## src/core/ocfg_params.svh

```systemverilog
// Offsets, field positions, reset values and counts of the device configuration bank.
// Assumes byte addresses on a 12-bit APB address and 32-bit data.
`ifndef OCFG_PARAMS_SVH
`define OCFG_PARAMS_SVH

// Word offsets (byte addresses)
`define OCFG_OFF_INTWORD   12'h0080
`define OCFG_OFF_TIMER     12'h0084
`define OCFG_OFF_ANC1      12'h0088
`define OCFG_OFF_ANC2      12'h008C

// Timer control fields
`define OCFG_TCTL_IRQ_EN   0
`define OCFG_TCTL_RUN      1
`define OCFG_TCTL_ONESHOT  2
`define OCFG_TCTL_EXTCLK   3
`define OCFG_TCTL_PINROUTE 4
`define OCFG_TCTL_W        5

// Reset value and all-channels sleep value
`define OCFG_RST_BYTE      8'h00
`define OCFG_SLEEP_ALL     8'hFF

// Interrupt source codes
`define OCFG_CODE_NONE     3'h0
`define OCFG_CODE_RXREADY  3'h1
`define OCFG_CODE_RXTMO    3'h2
`define OCFG_CODE_TXE      3'h3
`define OCFG_CODE_MODEM    3'h4
`define OCFG_CODE_PINS     3'h6
`define OCFG_CODE_TIMER    3'h7

// Identity values are arbitrary
`define OCFG_ID_DEFAULT    8'h5A
`define OCFG_REV_DEFAULT   8'h0A

// Clock period in ns and wake settling time in crystal clocks
`define OCFG_CLK_PERIOD_NS 4
`define OCFG_WAKE_CLKS     32

`endif

```

## src/core/ocfg_pkg.sv

```systemverilog
// Types of the device configuration bank: sleep states and state records.
// Assumes ocfg_params.svh for all figures.
`include "ocfg_params.svh"

package ocfg_pkg;

   typedef enum logic [1:0] {OCFG_AWAKE, OCFG_ASLEEP, OCFG_WAKING} ocfg_slp_t;

   typedef struct packed {
      logic [15:0] cnt;
      logic        run_prev;
      logic        ext_prev;
      logic        done;
      logic        timeout;
   } ocfg_tmr_st_t;

   typedef struct packed {
      logic        pready;
      logic        pslverr;
      logic [31:0] prdata;
      logic [4:0]  tctl;
      logic [7:0]  tlo;
      logic [7:0]  thi;
      logic [7:0]  samp;
      logic [7:0]  sleep;
      logic [7:0]  rst_pulse;
      logic [7:0]  err;
      logic [7:0]  tmo;
      logic [7:0]  txe;
      logic [7:0]  mdm;
      logic [7:0]  xon;
      logic [7:0]  spc;
      logic        tmr_irq;
      logic        pin_irq;
      logic        wake_spec;
      ocfg_slp_t   st;
      logic [5:0]  wcnt;
      logic [7:0]  rx_prev;
      logic [31:0] intword;
      logic        pin_out;
      logic        pin_oe;
      logic        osc_run;
      logic        int_req;
   } ocfg_st_t;

endpackage : ocfg_pkg

```

## src/core/ocfg_timer.sv

```systemverilog
// General purpose 16-bit down-counter with one-shot and retrigger modes.
// Assumes the external clock pin is synchronous to clk; one count per rising edge of it.
`timescale 1ns/1ps
`include "ocfg_params.svh"

module ocfg_timer (
   // Clock and reset
   input  wire logic        clk,
   input  wire logic        srst,
   // Control
   input  wire logic [15:0] start_value,
   input  wire logic        run,
   input  wire logic        one_shot,
   input  wire logic        ext_sel,
   input  wire logic        timer_ext_clock_pin,
   // Event
   output logic             timeout_q
);

   ocfg_pkg::ocfg_tmr_st_t q;
   ocfg_pkg::ocfg_tmr_st_t d;
   logic                   tick;

   assign timeout_q = q.timeout;

   ////////////////////////////////////////////////////////////////////////////
   always_comb
   begin
      d          = q;
      d.timeout  = 1'b0;
      d.run_prev = run;
      d.ext_prev = timer_ext_clock_pin;
      tick       = ext_sel ? (timer_ext_clock_pin & ~q.ext_prev) : 1'b1;
      if (run && !q.run_prev)
      begin
         d.cnt  = start_value;
         d.done = 1'b0;
      end
      else if (run && !q.done && tick)
      begin
         if (q.cnt <= 16'h0001)
         begin
            d.timeout = 1'b1;
            if (one_shot)
               d.done = 1'b1;
            else
               d.cnt = start_value;
         end
         else
            d.cnt = q.cnt - 16'h0001;
      end
   end

   always_ff @(posedge clk)
   begin
      if (srst)
         q <= '0;
      else
         q <= d;
   end
endmodule : ocfg_timer

```

## src/core/ocfg_top.sv

```systemverilog
// Device-wide configuration bank of an eight-channel serial controller, APB slave.
// Assumes channel engines drive per-channel levels and one-cycle events synchronous to clk.
//
// Operation
// - Code 000 means idle; code 001 is receive ready or any line error.
// - Code 010 is receive timeout; code 011 is transmitter empty.
// - Code 100 is modem, flow delta, Xon/Xoff or special character; 101 reserved.
// - Codes 110 pins and 111 timer appear only in channel 0.
// - Receive ready follows trigger level; timeout clears when receive FIFO empties.
// - Line error clears on line status read; transmit ready on ident read.
// - Modem and flow deltas clear on modem status read; Xon/Xoff on ident read.
// - Special character clears on ident read or next received character.
// - Timer irq clears on timer control read; pin irq on pin level read.
// - Sixteen-bit down-counter, internal clock or external pin by control bit 3.
// - Control bit 0 enables the timer interrupt; resets disabled.
// - Control bit 1 runs or restarts the counter; clear pauses it.
// - Control bit 2 clear retriggers; set gives a single timeout.
// - Bit 4 drives timer irq onto pin 0 when output; bits 7:5 read zero.
// - Start value from low and high bytes; reads return them, not the count.
// - Sampling select bit per channel: 0 gives 16x, 1 gives 8x.
// - Writing 1 resets that channel's registers; bit clears itself.
// - Sleep needs no pending irq, nonzero divisors, all enabled, quiet modems, idle inputs.
// - Oscillator stops in sleep, only when all eight channels enable it.
// - Wake on receive start edge, transmitter load or modem input change.
// - Return to sleep after servicing; leave sleep by writing any value other than 0xFF.
// - Ready after 32 clocks; special wake irq cleared by reading summary byte.
// - Channel n code sits in bits 3n+10 to 3n+8.
// - Low byte holds one request bit per channel.
//
// The register offsets and the APB register port were decided locally.
`timescale 1ns/1ps
`include "ocfg_params.svh"

module ocfg_top #(
   parameter int NCH = 8
) (
   // Clock and reset
   input  wire logic        clk,
   input  wire logic        srst,
   // APB slave
   input  wire logic [11:0] paddr,
   input  wire logic        psel,
   input  wire logic        penable,
   input  wire logic        pwrite,
   input  wire logic [31:0] pwdata,
   input  wire logic [3:0]  pstrb,
   output logic [31:0]      prdata,
   output logic             pready,
   output logic             pslverr,
   // Channel interrupt sources
   input  wire logic [7:0]  rx_data_ready_irq,
   input  wire logic [7:0]  line_err_evt,
   input  wire logic [7:0]  rx_timeout_evt,
   input  wire logic [7:0]  rx_fifo_empty,
   input  wire logic [7:0]  tx_empty_evt,
   input  wire logic [7:0]  modem_delta_evt,
   input  wire logic [7:0]  xon_xoff_evt,
   input  wire logic [7:0]  special_char_evt,
   input  wire logic [7:0]  rx_char_evt,
   // Channel register reads
   input  wire logic [7:0]  line_status_reg_rd,
   input  wire logic [7:0]  modem_status_reg_rd,
   input  wire logic [7:0]  irq_ident_reg_rd,
   // Sleep and wake conditions
   input  wire logic [7:0]  divisor_nonzero,
   input  wire logic [7:0]  modem_quiet,
   input  wire logic [7:0]  rx_pin,
   input  wire logic [7:0]  tx_holding_reg_load,
   input  wire logic [7:0]  modem_input_change,
   // Multipurpose pins and timer clock
   input  wire logic        multipurpose_pins_irq_evt,
   input  wire logic        pin_level_reg_rd,
   input  wire logic        pin_direction_reg_bit0,
   input  wire logic        timer_ext_clock_pin,
   // Device outputs
   output logic [7:0]       sampling_rate_select,
   output logic [7:0]       channel_soft_reset,
   output logic             oscillator_run,
   output logic             timer_pin_out,
   output logic             timer_pin_oe,
   output logic             irq_request
);

   parameter logic [7:0] DEV_ID  = `OCFG_ID_DEFAULT;  // Arbitrary value
   parameter logic [7:0] DEV_REV = `OCFG_REV_DEFAULT; // Arbitrary value
   localparam logic [5:0] WAKE_LAST = 6'(`OCFG_WAKE_CLKS - 1);

   if (NCH != 8)
   begin : g_nch_check
      $error("ocfg_top serves exactly eight channels");
   end

   ocfg_pkg::ocfg_st_t q;
   ocfg_pkg::ocfg_st_t d;
   logic               tmr_timeout;
   logic               acc;
   logic               wr;
   logic               rd;
   logic [7:0]         rst_now;
   logic [7:0]         summ;
   logic               may_sleep;
   logic               wake_evt;

   function automatic logic ocfg_hit(input logic [11:0] a, input logic [11:0] off);
      return a[11:2] == off[11:2];
   endfunction : ocfg_hit

   // Lowest code wins; channel 0 alone carries pin and timer sources
   function automatic logic [2:0] ocfg_code(input logic rdy, input logic err, input logic tmo,
                                            input logic txe, input logic mdm, input logic pin,
                                            input logic tmr);
      if (rdy || err)
         return `OCFG_CODE_RXREADY;
      else if (tmo)
         return `OCFG_CODE_RXTMO;
      else if (txe)
         return `OCFG_CODE_TXE;
      else if (mdm)
         return `OCFG_CODE_MODEM;
      else if (pin)
         return `OCFG_CODE_PINS;
      else if (tmr)
         return `OCFG_CODE_TIMER;
      else
         return `OCFG_CODE_NONE;
   endfunction : ocfg_code

   ////////////////////////////////////////////////////////////////////////////
   ocfg_timer u_timer (
      .clk                 (clk),
      .srst                (srst),
      .start_value         ({q.thi, q.tlo}),
      .run                 (q.tctl[`OCFG_TCTL_RUN]),
      .one_shot            (q.tctl[`OCFG_TCTL_ONESHOT]),
      .ext_sel             (q.tctl[`OCFG_TCTL_EXTCLK]),
      .timer_ext_clock_pin (timer_ext_clock_pin),
      .timeout_q           (tmr_timeout)
   );

   assign prdata               = q.prdata;
   assign pready               = q.pready;
   assign pslverr              = q.pslverr;
   assign sampling_rate_select = q.samp;
   assign channel_soft_reset   = q.rst_pulse;
   assign oscillator_run       = q.osc_run;
   assign timer_pin_out        = q.pin_out;
   assign timer_pin_oe         = q.pin_oe;
   assign irq_request          = q.int_req;

   ////////////////////////////////////////////////////////////////////////////
   // Per-channel codes and summary bits
   genvar g;
   generate
      for (g = 0; g < 8; g++)
      begin : g_chan
         logic [2:0] code;
         assign code = ocfg_code(rx_data_ready_irq[g], q.err[g], q.tmo[g], q.txe[g],
                                 q.mdm[g] | q.xon[g] | q.spc[g],
                                 (g == 0) ? q.pin_irq : 1'b0, (g == 0) ? q.tmr_irq : 1'b0);
         assign summ[g] = |code;
      end
   endgenerate

   ////////////////////////////////////////////////////////////////////////////
   always_comb
   begin
      d         = q;
      acc       = psel && penable;
      wr        = acc && q.pready && pwrite;
      rd        = acc && q.pready && !pwrite;
      rst_now   = (wr && ocfg_hit(paddr, `OCFG_OFF_ANC1) && pstrb[2]) ? pwdata[23:16] : 8'h00;
      may_sleep = (summ == 8'h00) && !q.wake_spec && (&divisor_nonzero) && (q.sleep == `OCFG_SLEEP_ALL)
                  && (&modem_quiet) && (&rx_pin);
      wake_evt  = |(q.rx_prev & ~rx_pin) || |tx_holding_reg_load || |modem_input_change;

      // Bus answer one cycle into the access phase
      d.pready  = acc && !q.pready;
      d.pslverr = 1'b0;
      d.prdata  = 32'h0000_0000;
      if (acc && !q.pready)
      begin
         if (ocfg_hit(paddr, `OCFG_OFF_INTWORD))
            d.prdata = q.intword;
         else if (ocfg_hit(paddr, `OCFG_OFF_TIMER))
            d.prdata = {q.thi, q.tlo, 8'h00, 3'b000, q.tctl};
         else if (ocfg_hit(paddr, `OCFG_OFF_ANC1))
            d.prdata = {q.sleep, 8'h00, 8'h00, q.samp};
         else if (ocfg_hit(paddr, `OCFG_OFF_ANC2))
            d.prdata = {16'h0000, DEV_ID, DEV_REV};
         else
            d.pslverr = 1'b1;
      end

      if (wr && ocfg_hit(paddr, `OCFG_OFF_TIMER))
      begin
         if (pstrb[0])
            d.tctl = pwdata[`OCFG_TCTL_W-1:0];
         if (pstrb[2])
            d.tlo = pwdata[23:16];
         if (pstrb[3])
            d.thi = pwdata[31:24];
      end
      if (wr && ocfg_hit(paddr, `OCFG_OFF_ANC1))
      begin
         if (pstrb[0])
            d.samp = pwdata[7:0];
         if (pstrb[3])
            d.sleep = pwdata[31:24];
      end
      d.rst_pulse = rst_now;

      // Sticky sources; a set wins over a clearing read, a channel reset wins over both for the channel flags
      d.err = (q.err & ~line_status_reg_rd) | line_err_evt;
      d.tmo = (q.tmo & ~rx_fifo_empty) | rx_timeout_evt;
      d.txe = (q.txe & ~irq_ident_reg_rd) | tx_empty_evt;
      d.mdm = (q.mdm & ~modem_status_reg_rd) | modem_delta_evt;
      d.xon = (q.xon & ~irq_ident_reg_rd) | xon_xoff_evt;
      d.spc = (q.spc & ~(irq_ident_reg_rd | rx_char_evt)) | special_char_evt;
      d.err = d.err & ~rst_now;
      d.tmo = d.tmo & ~rst_now;
      d.txe = d.txe & ~rst_now;
      d.mdm = d.mdm & ~rst_now;
      d.xon = d.xon & ~rst_now;
      d.spc = d.spc & ~rst_now;
      d.tmr_irq = (q.tmr_irq && !(rd && ocfg_hit(paddr, `OCFG_OFF_TIMER)))
                  || (tmr_timeout && q.tctl[`OCFG_TCTL_IRQ_EN]);
      d.pin_irq = (q.pin_irq && !pin_level_reg_rd) || multipurpose_pins_irq_evt;

      // Interrupt word: codes above, summary byte below
      for (int c = 0; c < 8; c++)
         d.intword[3*c+8 +: 3] = ocfg_code(rx_data_ready_irq[c], q.err[c], q.tmo[c], q.txe[c],
                                           q.mdm[c] | q.xon[c] | q.spc[c],
                                           (c == 0) ? q.pin_irq : 1'b0,
                                           (c == 0) ? q.tmr_irq : 1'b0);
      d.intword[7:0] = summ;

      // Sleep control; waking is not cut short so the clock settles fully
      d.rx_prev = rx_pin;
      d.wcnt    = 6'h00;
      d.wake_spec = q.wake_spec && !(rd && ocfg_hit(paddr, `OCFG_OFF_INTWORD));
      case (q.st)
         ocfg_pkg::OCFG_AWAKE:
         begin
            if (may_sleep && !wake_evt)
               d.st = ocfg_pkg::OCFG_ASLEEP;
         end
         ocfg_pkg::OCFG_ASLEEP:
         begin
            if (wake_evt || q.sleep != `OCFG_SLEEP_ALL)
               d.st = ocfg_pkg::OCFG_WAKING;
         end
         ocfg_pkg::OCFG_WAKING:
         begin
            d.wcnt = q.wcnt + 6'h01;
            if (q.wcnt == WAKE_LAST)
            begin
               d.st        = ocfg_pkg::OCFG_AWAKE;
               d.wake_spec = 1'b1;
               d.wcnt      = 6'h00;
            end
         end
         default:
            d.st = ocfg_pkg::OCFG_AWAKE;
      endcase
      d.osc_run = (d.st != ocfg_pkg::OCFG_ASLEEP);
      d.int_req = (|summ) || q.wake_spec;

      // Timer event onto pin 0 only while that pin is an output
      d.pin_oe  = q.tctl[`OCFG_TCTL_PINROUTE] && !pin_direction_reg_bit0;
      d.pin_out = d.pin_oe && q.tmr_irq;
   end

   always_ff @(posedge clk)
   begin
      if (srst)
      begin
         q         <= '0;
         q.st      <= ocfg_pkg::OCFG_AWAKE;
         q.osc_run <= 1'b1;
         q.rx_prev <= 8'hFF;
      end
      else
         q <= d;
   end
endmodule : ocfg_top

```

## config.mk

```make
export PLATFORM = sky130hd
export DESIGN_NAME = ocfg_top
export DESIGN_NICKNAME = d
export VERILOG_FILES = /design/src/core/ocfg_pkg.sv /design/src/core/ocfg_timer.sv /design/src/core/ocfg_top.sv
export VERILOG_INCLUDE_DIRS = /design/src /design/src/core
export SDC_FILE = /design/constraint.sdc
export NUM_CORES = 1
export LEC_CHECK = 0
export ABC_AREA = 1
export BUFFER_PORTS_ARGS = -buffer_cell sky130_fd_sc_hd__buf_2
export CAP_MARGIN = 20
export CORE_ASPECT_RATIO = 1.75
export CORE_MARGIN = 2
export CORE_UTILIZATION = 50
export CTS_CLUSTER_SIZE = 28
export DETAILED_ROUTE_END_ITERATION = 8
export PLACE_DENSITY_LB_ADDON = 0.05
export SLEW_MARGIN = 20
export SYNTH_ARGS = -nofsm -noshare
export SYNTH_HDL_FRONTEND = slang
export SYNTH_SLANG_ARGS = --single-unit
```

## constraint.sdc

```tcl
create_clock -name clk -period 3.5 [get_ports clk]
set_input_delay 0.525 -clock clk [delete_from_list [all_inputs] [get_ports clk]]
set_output_delay 0.525 -clock clk [all_outputs]
set_load 0.02 [all_outputs]
```

==> flow_summary_export.csv, run 1 <==
group,metric,value,unit
logic_synthesis,netlist_area,0.008569,mm2
power,peakVddDrop,0.0003300,V
drt,drc,0,
sta,worstMarginPinSlew,914.1,ps
logic_synthesis,yosysWarnings,0,
place,dp_hpwl,17920,um
worst_setup_path,critPathLaunchType,"flip-flop",
worst_setup_path,worstPathArrival,2820,ps
power,p_leak,5.297,nW
floorplanning,dieArea,0.01824,mm2
sta,min_period,2403,ps
power,power_density,476.0,mW/mm2
run,maxCapViolations,0,
run_status,outcome,"finished clean",
sta,drv_slew,0,
floorplanning,start_util,50.80,%
grt,global_route.overflow_total,0,
clock_tree,cts_root_buffer,"clkbuf_16",
clock_tree,cts_made_buffers,20,
sta,fin_crit_sh,68.65,%
grt,grt_pass1_vias,7435,
sta,slew_headroom,39.06,%
drt,drt-total-wl,22260,um
min_path,holdCritStartpoint,"pin_direction_reg_bit0",
logic_synthesis,syn_area_per_cell,7.094,um2
grt,grt_pass1_wl,34820,um
sta,fin_setup_tns,0,ps
worst_setup_path,reg2reg_depth,10,
floorplanning,dieWidth,103.0,um
final_layout,layout_common_cells,"nor2_1 (295), nand2_1 (255), buf_2 (235), dfxtp_1 (202), inv_1 (142)",
min_path,whs_endpoint,"timer_pin_oe",
worst_setup_path,cp_max_fo,17,
sta,whs,209.6,ps
clock_tree,cts_tree,"yes",
worst_setup_path,required,3910,ps
clock_tree,cts_max_path_buffers,3,
grt,grt_max_degree,56,
clock_tree,clkSlewWorstSetupHoldPaths,60,ps
sta,hold_viol_final,0,
worst_setup_path,cp_top_family,"compound AO/OA/AOI/OAI gates",
final_layout,fin_util,60.78,%
min_path,holdCritPathClass,"in2reg",
clock_tree,htreeDepth,1,
logic_synthesis,ys_types,38,
worst_setup_path,crit_slowest_cell,"o21ai_4",
worst_setup_path,crit_chain,"inv_1 > ha_1 > inv_1 > a21oi_1 > nand2_1 > o21ai_4 > nand2_2 > inv_2 > nor2_1 > nor2_1",
drt,wl_per_cell,13.63,um
worst_setup_path,crit_type,"reg2reg",
min_path,min_path_cells,2,
clock_tree,ctsResizeCount,0,
clock_tree,cts_setup_buffers,0,
final_layout,synthToLayoutAreaGrowth,19.65,%
grt,grt_usage,24.46,%
floorplanning,coreArea,0.01687,mm2
logic_synthesis,yosysSeqAreaShare,47.19,%
final_layout,layout_commonest_cell,"nor2_1",
sta,setup_viol,0,
final_layout,drive_above_1_share,21.00,%
place,port_buffers,235,
worst_setup_path,cpPeakStageDelay,480,ps
place,placed_cells,1597,
floorplanning,fp.dieH,177.2,um
final_layout,final_cells,1633,
clock_tree,clkSinkCount,202,
drt,vias,7752,
worst_setup_path,reg2reg_to,"u_timer.q[14]",
drt,first_iter_violations,222,
worst_setup_path,r2r_start,"u_timer.q[5]",
floorplanning,rows,63,
floorplanning,ios,247,
drt,postRouteAntennaNets,0,
logic_synthesis,synth-seq-cells,202,
worst_setup_path,critPathCaptureType,"flip-flop",
drt,drt_first_pass_iters,4,
worst_setup_path,crit_buf_inv,3,
grt,antenna_found_initial,1,
drt,viasPerCell,4.747,
worst_setup_path,r2r_slack,1100,ps
place,gp_congestion,0.8612,
clock_tree,insertion_delay,480,ps
final_layout,fin_nets,1588,
clock_tree,hold_buffers,0,
sta,rsz0062_at_grt,"no",
sta,fmax,416.2,MHz
logic_synthesis,syn_inst,1208,
sta,finalClockSkew,11.65,ps
logic_synthesis,synth_nets,1404,
==> cell usage after synthesis (all sizes together) <==
cell type / number / area share [%]
a21oi: 58 / 3.4
a31oi: 1 / 0.073
buf: 66 / 5.4
clkbuf: 12 / 0.53
clkinv: 1 / 0.044
dfxtp: 202 / 47
ha: 3 / 0.44
inv: 145 / 6.4
nand2: 259 / 12
nand3: 54 / 3.4
nand3b: 2 / 0.18
nand4: 16 / 1.2
nor2: 299 / 13
nor3: 15 / 1.1
nor3b: 3 / 0.26
nor4: 9 / 0.66
o211ai: 7 / 0.61
o21a: 1 / 0.088
o21ai: 32 / 2.0
o21ba: 1 / 0.12
o311ai: 1 / 0.10
o31ai: 5 / 0.44
or2: 6 / 0.47
xnor2: 1 / 0.10
xor2: 9 / 0.92
==> sequential cells by signal (all words and copies together) (netlist names) <==
name,cells
oscillator_run,1
timer_pin_oe,1
prdata,32
u_timer.timeout_q,1
pready,1
timer_pin_out,1
irq_request,1
sampling_rate_select,8
channel_soft_reset,8
q,128
u_timer.q,19
pslverr,1
==> report_power, final <==
part / leakage (nW) / total, mW / internal [mW] / switching [mW]
sequential: 1.65 / 2.39 / 2.36 / 0.0286
combinational: 3.31 / 0.300 / 0.133 / 0.167
clock: 0.333 / 2.19 / 1.33 / 0.858
total: 5.30 / 4.88 / 3.83 / 1.05
==> worst max-delay path by stage <==
stage | end | slack, ps | start | cells past startpoint
floorplan | q[111] | 1670 | paddr[11] | 9
global placement | q[71] | 890 | paddr[11] | 8
detailed placement | q[79] | 870 | paddr[11] | 8
CTS | u_timer.q[14] | 1120 | u_timer.q[5] | 10
global route | u_timer.q[10] | 990 | u_timer.q[4] | 10
finish | u_timer.q[14] | 1100 | u_timer.q[5] | 10
==> area by class of cell <==
cell class | count | area, um2
Clock buffer | 29 | 595.6
Antenna cell | 1 | 2.502
Sequential cell | 202 | 4044
Fill cell | 1721 | 6615
Inverter | 146 | 548.0
Timing Repair Buffer | 240 | 1226
Clock inverter | 6 | 86.33
Tap cell | 227 | 284.0
Multi-Input combinational cell | 782 | 3467
==> logic make-up after synthesis <==
logic type | share of synthesized area, %
flip-flops | 47.19
adder cells (fa/ha/maj) | 0.4381
AND/OR/NAND/NOR | 32.18
AO/OA/AOI/OAI | 6.819
XOR/XNOR | 1.022
buffers and inverters | 12.35
==> through the flow <==
| stage | setup slack [ps] | total power, mW | area [um2] |
|---|---|---|---|
| detailed placement | 873.2 | 2.747 | 9569 |
| floorplan | 1666 | 2.582 | 8569 |
| global placement | 892.8 | 2.742 | 9569 |
| finish | 1097 | 4.881 | 10250 |
| CTS | 1121 | 4.927 | 10250 |
| global route | 991.2 | 5.064 | 10250 |
==> per-layer routing <==
layer / part of all wire, % / wire, um / global-route usage, %
met3: 5.8 / 1285 / 4.265
met4: 4.5 / 1012 / 11.35
met1: 36 / 7962 / 25.52
met5: 0 / 0 / 0
met2: 54 / 12000 / 45.86
Note: power is estimated with default switching activity, not from simulation.
==> inputs of run 2 (changes only) <==
clock period = 2.5 ns   (was 3.5 ns; I/O delays follow)
==> run 2 against run 1 <==
  * Maximum frequency rose by 14%
  * First-iteration DRC count rose by 18%
  * Worst setup slack got worse by 700 ps
  * Routed wire length rose by 2.2%
  * Critical path depth did not move
  * Combinational power rose by 41%
  * Largest cell class unchanged
  * Critical path type unchanged
  * Cell area rose by 1.3%
  * Flip-flop and latch count did not move
  * Register-to-register slack got worse by 700 ps
==> flow_summary_export.csv, run 2 (synthesized netlist as in run 1, its figures left out) <==
group,metric,value,unit
final_layout,layout_common_cells,"nor2_1 (295), nand2_1 (255), buf_2 (235), dfxtp_1 (202), inv_1 (142)",
worst_setup_path,r2r_start,"u_timer.q[4]",
worst_setup_path,cp_max_fo,15,
sta,setup_viol,0,
clock_tree,ctsResizeCount,0,
drt,postRouteAntennaNets,0,
grt,antenna_found_initial,2,
place,gp_congestion,0.8911,
min_path,holdCritPathClass,"in2reg",
min_path,min_path_cells,2,
place,place_area,0.009644,mm2
power,peakVddDrop,0.0005543,V
worst_setup_path,crit_type,"reg2reg",
drt,drt-total-wl,22750,um
min_path,whs_endpoint,"timer_pin_out",
clock_tree,cts_root_buffer,"clkbuf_16",
floorplanning,dieArea,0.01824,mm2
run,maxCapViolations,0,
drt,drc,0,
sta,fin_setup_tns,0,ps
clock_tree,clkSlewWorstSetupHoldPaths,60,ps
min_path,holdCritStartpoint,"pin_direction_reg_bit0",
clock_tree,hold_buffers,0,
floorplanning,rows,63,
clock_tree,cts_setup_buffers,0,
worst_setup_path,r2r_slack,390,ps
drt,wl_per_cell,13.83,um
drt,vias,7859,
worst_setup_path,worstPathArrival,2490,ps
sta,slew_headroom,54.29,%
power,p_total,7.076,mW
place,dp_hpwl,18120,um
final_layout,regMostFlops,"q",
worst_setup_path,reg2reg_depth,10,
grt,grt_usage,25.10,%
floorplanning,fp.dieH,177.2,um
clock_tree,htreeDepth,1,
final_layout,largest_reg_flops,128,
clock_tree,cts_tree,"yes",
worst_setup_path,startpoint,"u_timer.q[4]",
worst_setup_path,critPathLaunchType,"flip-flop",
sta,worstMarginPinSlew,680.4,ps
sta,hold_viol_final,0,
final_layout,fin_nets,1598,
final_layout,layout_commonest_cell,"nor2_1",
sta,min_period,2107,ps
run_status,outcome,"finished clean",
clock_tree,insertion_delay,490,ps
worst_setup_path,required,2880,ps
floorplanning,dieWidth,103.0,um
drt,first_iter_violations,263,
drt,drt_first_pass_iters,4,
grt,grt_max_degree,43,
clock_tree,clkSinkCount,202,
final_layout,final_area,0.01039,mm2
place,placed_cells,1607,
floorplanning,start_util,50.80,%
worst_setup_path,critPathCaptureType,"flip-flop",
sta,rsz0062_at_grt,"no",
clock_tree,cts_max_path_buffers,3,
grt,grt_pass1_vias,7480,
final_layout,drive_above_1_share,21.68,%
power,power_density,681.3,mW/mm2
grt,grt_pass1_wl,35580,um
sta,drv_slew,0,
floorplanning,ios,247,
place,port_buffers,235,
final_layout,synthToLayoutAreaGrowth,21.20,%
final_layout,final_cells,1645,
sta,finalClockSkew,10.79,ps
clock_tree,cts_made_buffers,20,
sta,fin_crit_sh,84.28,%
worst_setup_path,reg2reg_to,"u_timer.q[15]",
sta,fmax,474.6,MHz
floorplanning,coreArea,0.01687,mm2
drt,viasPerCell,4.778,
power,p_leak,5.369,nW
grt,global_route.overflow_total,0,
[run 2: changes by cell type in the layout (fill, tap and decap cells not counted), sizes merged]
cell / before / now
diode: 1 / 2
inv: 145 / 146
bufinv: 2 / 4
buf: 240 / 250
clkbuf: 29 / 27
[run 2: worst max-delay path by stage]
stage | cells after the start | end | slack [ps]
floorplan | 9 | q[111] | 820
global placement | 7 | q[56] | 360
detailed placement | 8 | q[96] | 350
CTS | 10 | u_timer.q[15] | 410
global route | 8 | q[143] | 280
finish | 10 | u_timer.q[15] | 390
[run 2: power by group]
group	internal, mW	switching, mW	leakage, nW	total (mW)
combinational	0.190	0.234	3.36	0.424
sequential	3.31	0.0404	1.65	3.35
clock	2.05	1.25	0.357	3.30
[run 2: metrics by stage]
step	setup slack, ps	utilization (%)	hold slack, ps
2_1_floorplan	815.8	-	393.6
3_3_place_gp	360.5	57.17	397.9
3_5_place_dp	354.9	57.17	402.5
4_1_cts	413.2	61.54	45.20
5_1_grt	278.5	61.57	50.67
6_report	392.9	61.57	61.91
[run 2: layout make-up]
cell class,instances,area (um2)
well taps,227,284.0
diodes,2,5.005
multi-input cells,782,3467
repair buffers,250,1301
flip-flops and latches,202,4044
inverters,146,548.0
clock inverters,9,158.9
fillers,1686,6482
clock buffers,27,578.1
[run 2: per-layer routing]
metal | GRT usage, % | share of wire [%] | wire (um) | vias up
met3 | 4.384 | 4.9 | 1125 | 56
met4 | 10.64 | 4.1 | 943 | 0
met5 | 0 | 0 | 0 | -
li1 | - | - | - | 4083
met1 | 25.98 | 37 | 8318 | 3502
met2 | 47.78 | 54 | 12360 | 218
[run 2: critical path, stage by stage, from the launching register on]
cell and delay [ps]:
dfxtp_1 320, inv_1 90, ha_1 210, inv_1 70
a21oi_1 340, nand2_1 250, o21ai_4 230, buf_4 250
nand3_1 100, nand2_1 80, nor2_1 50
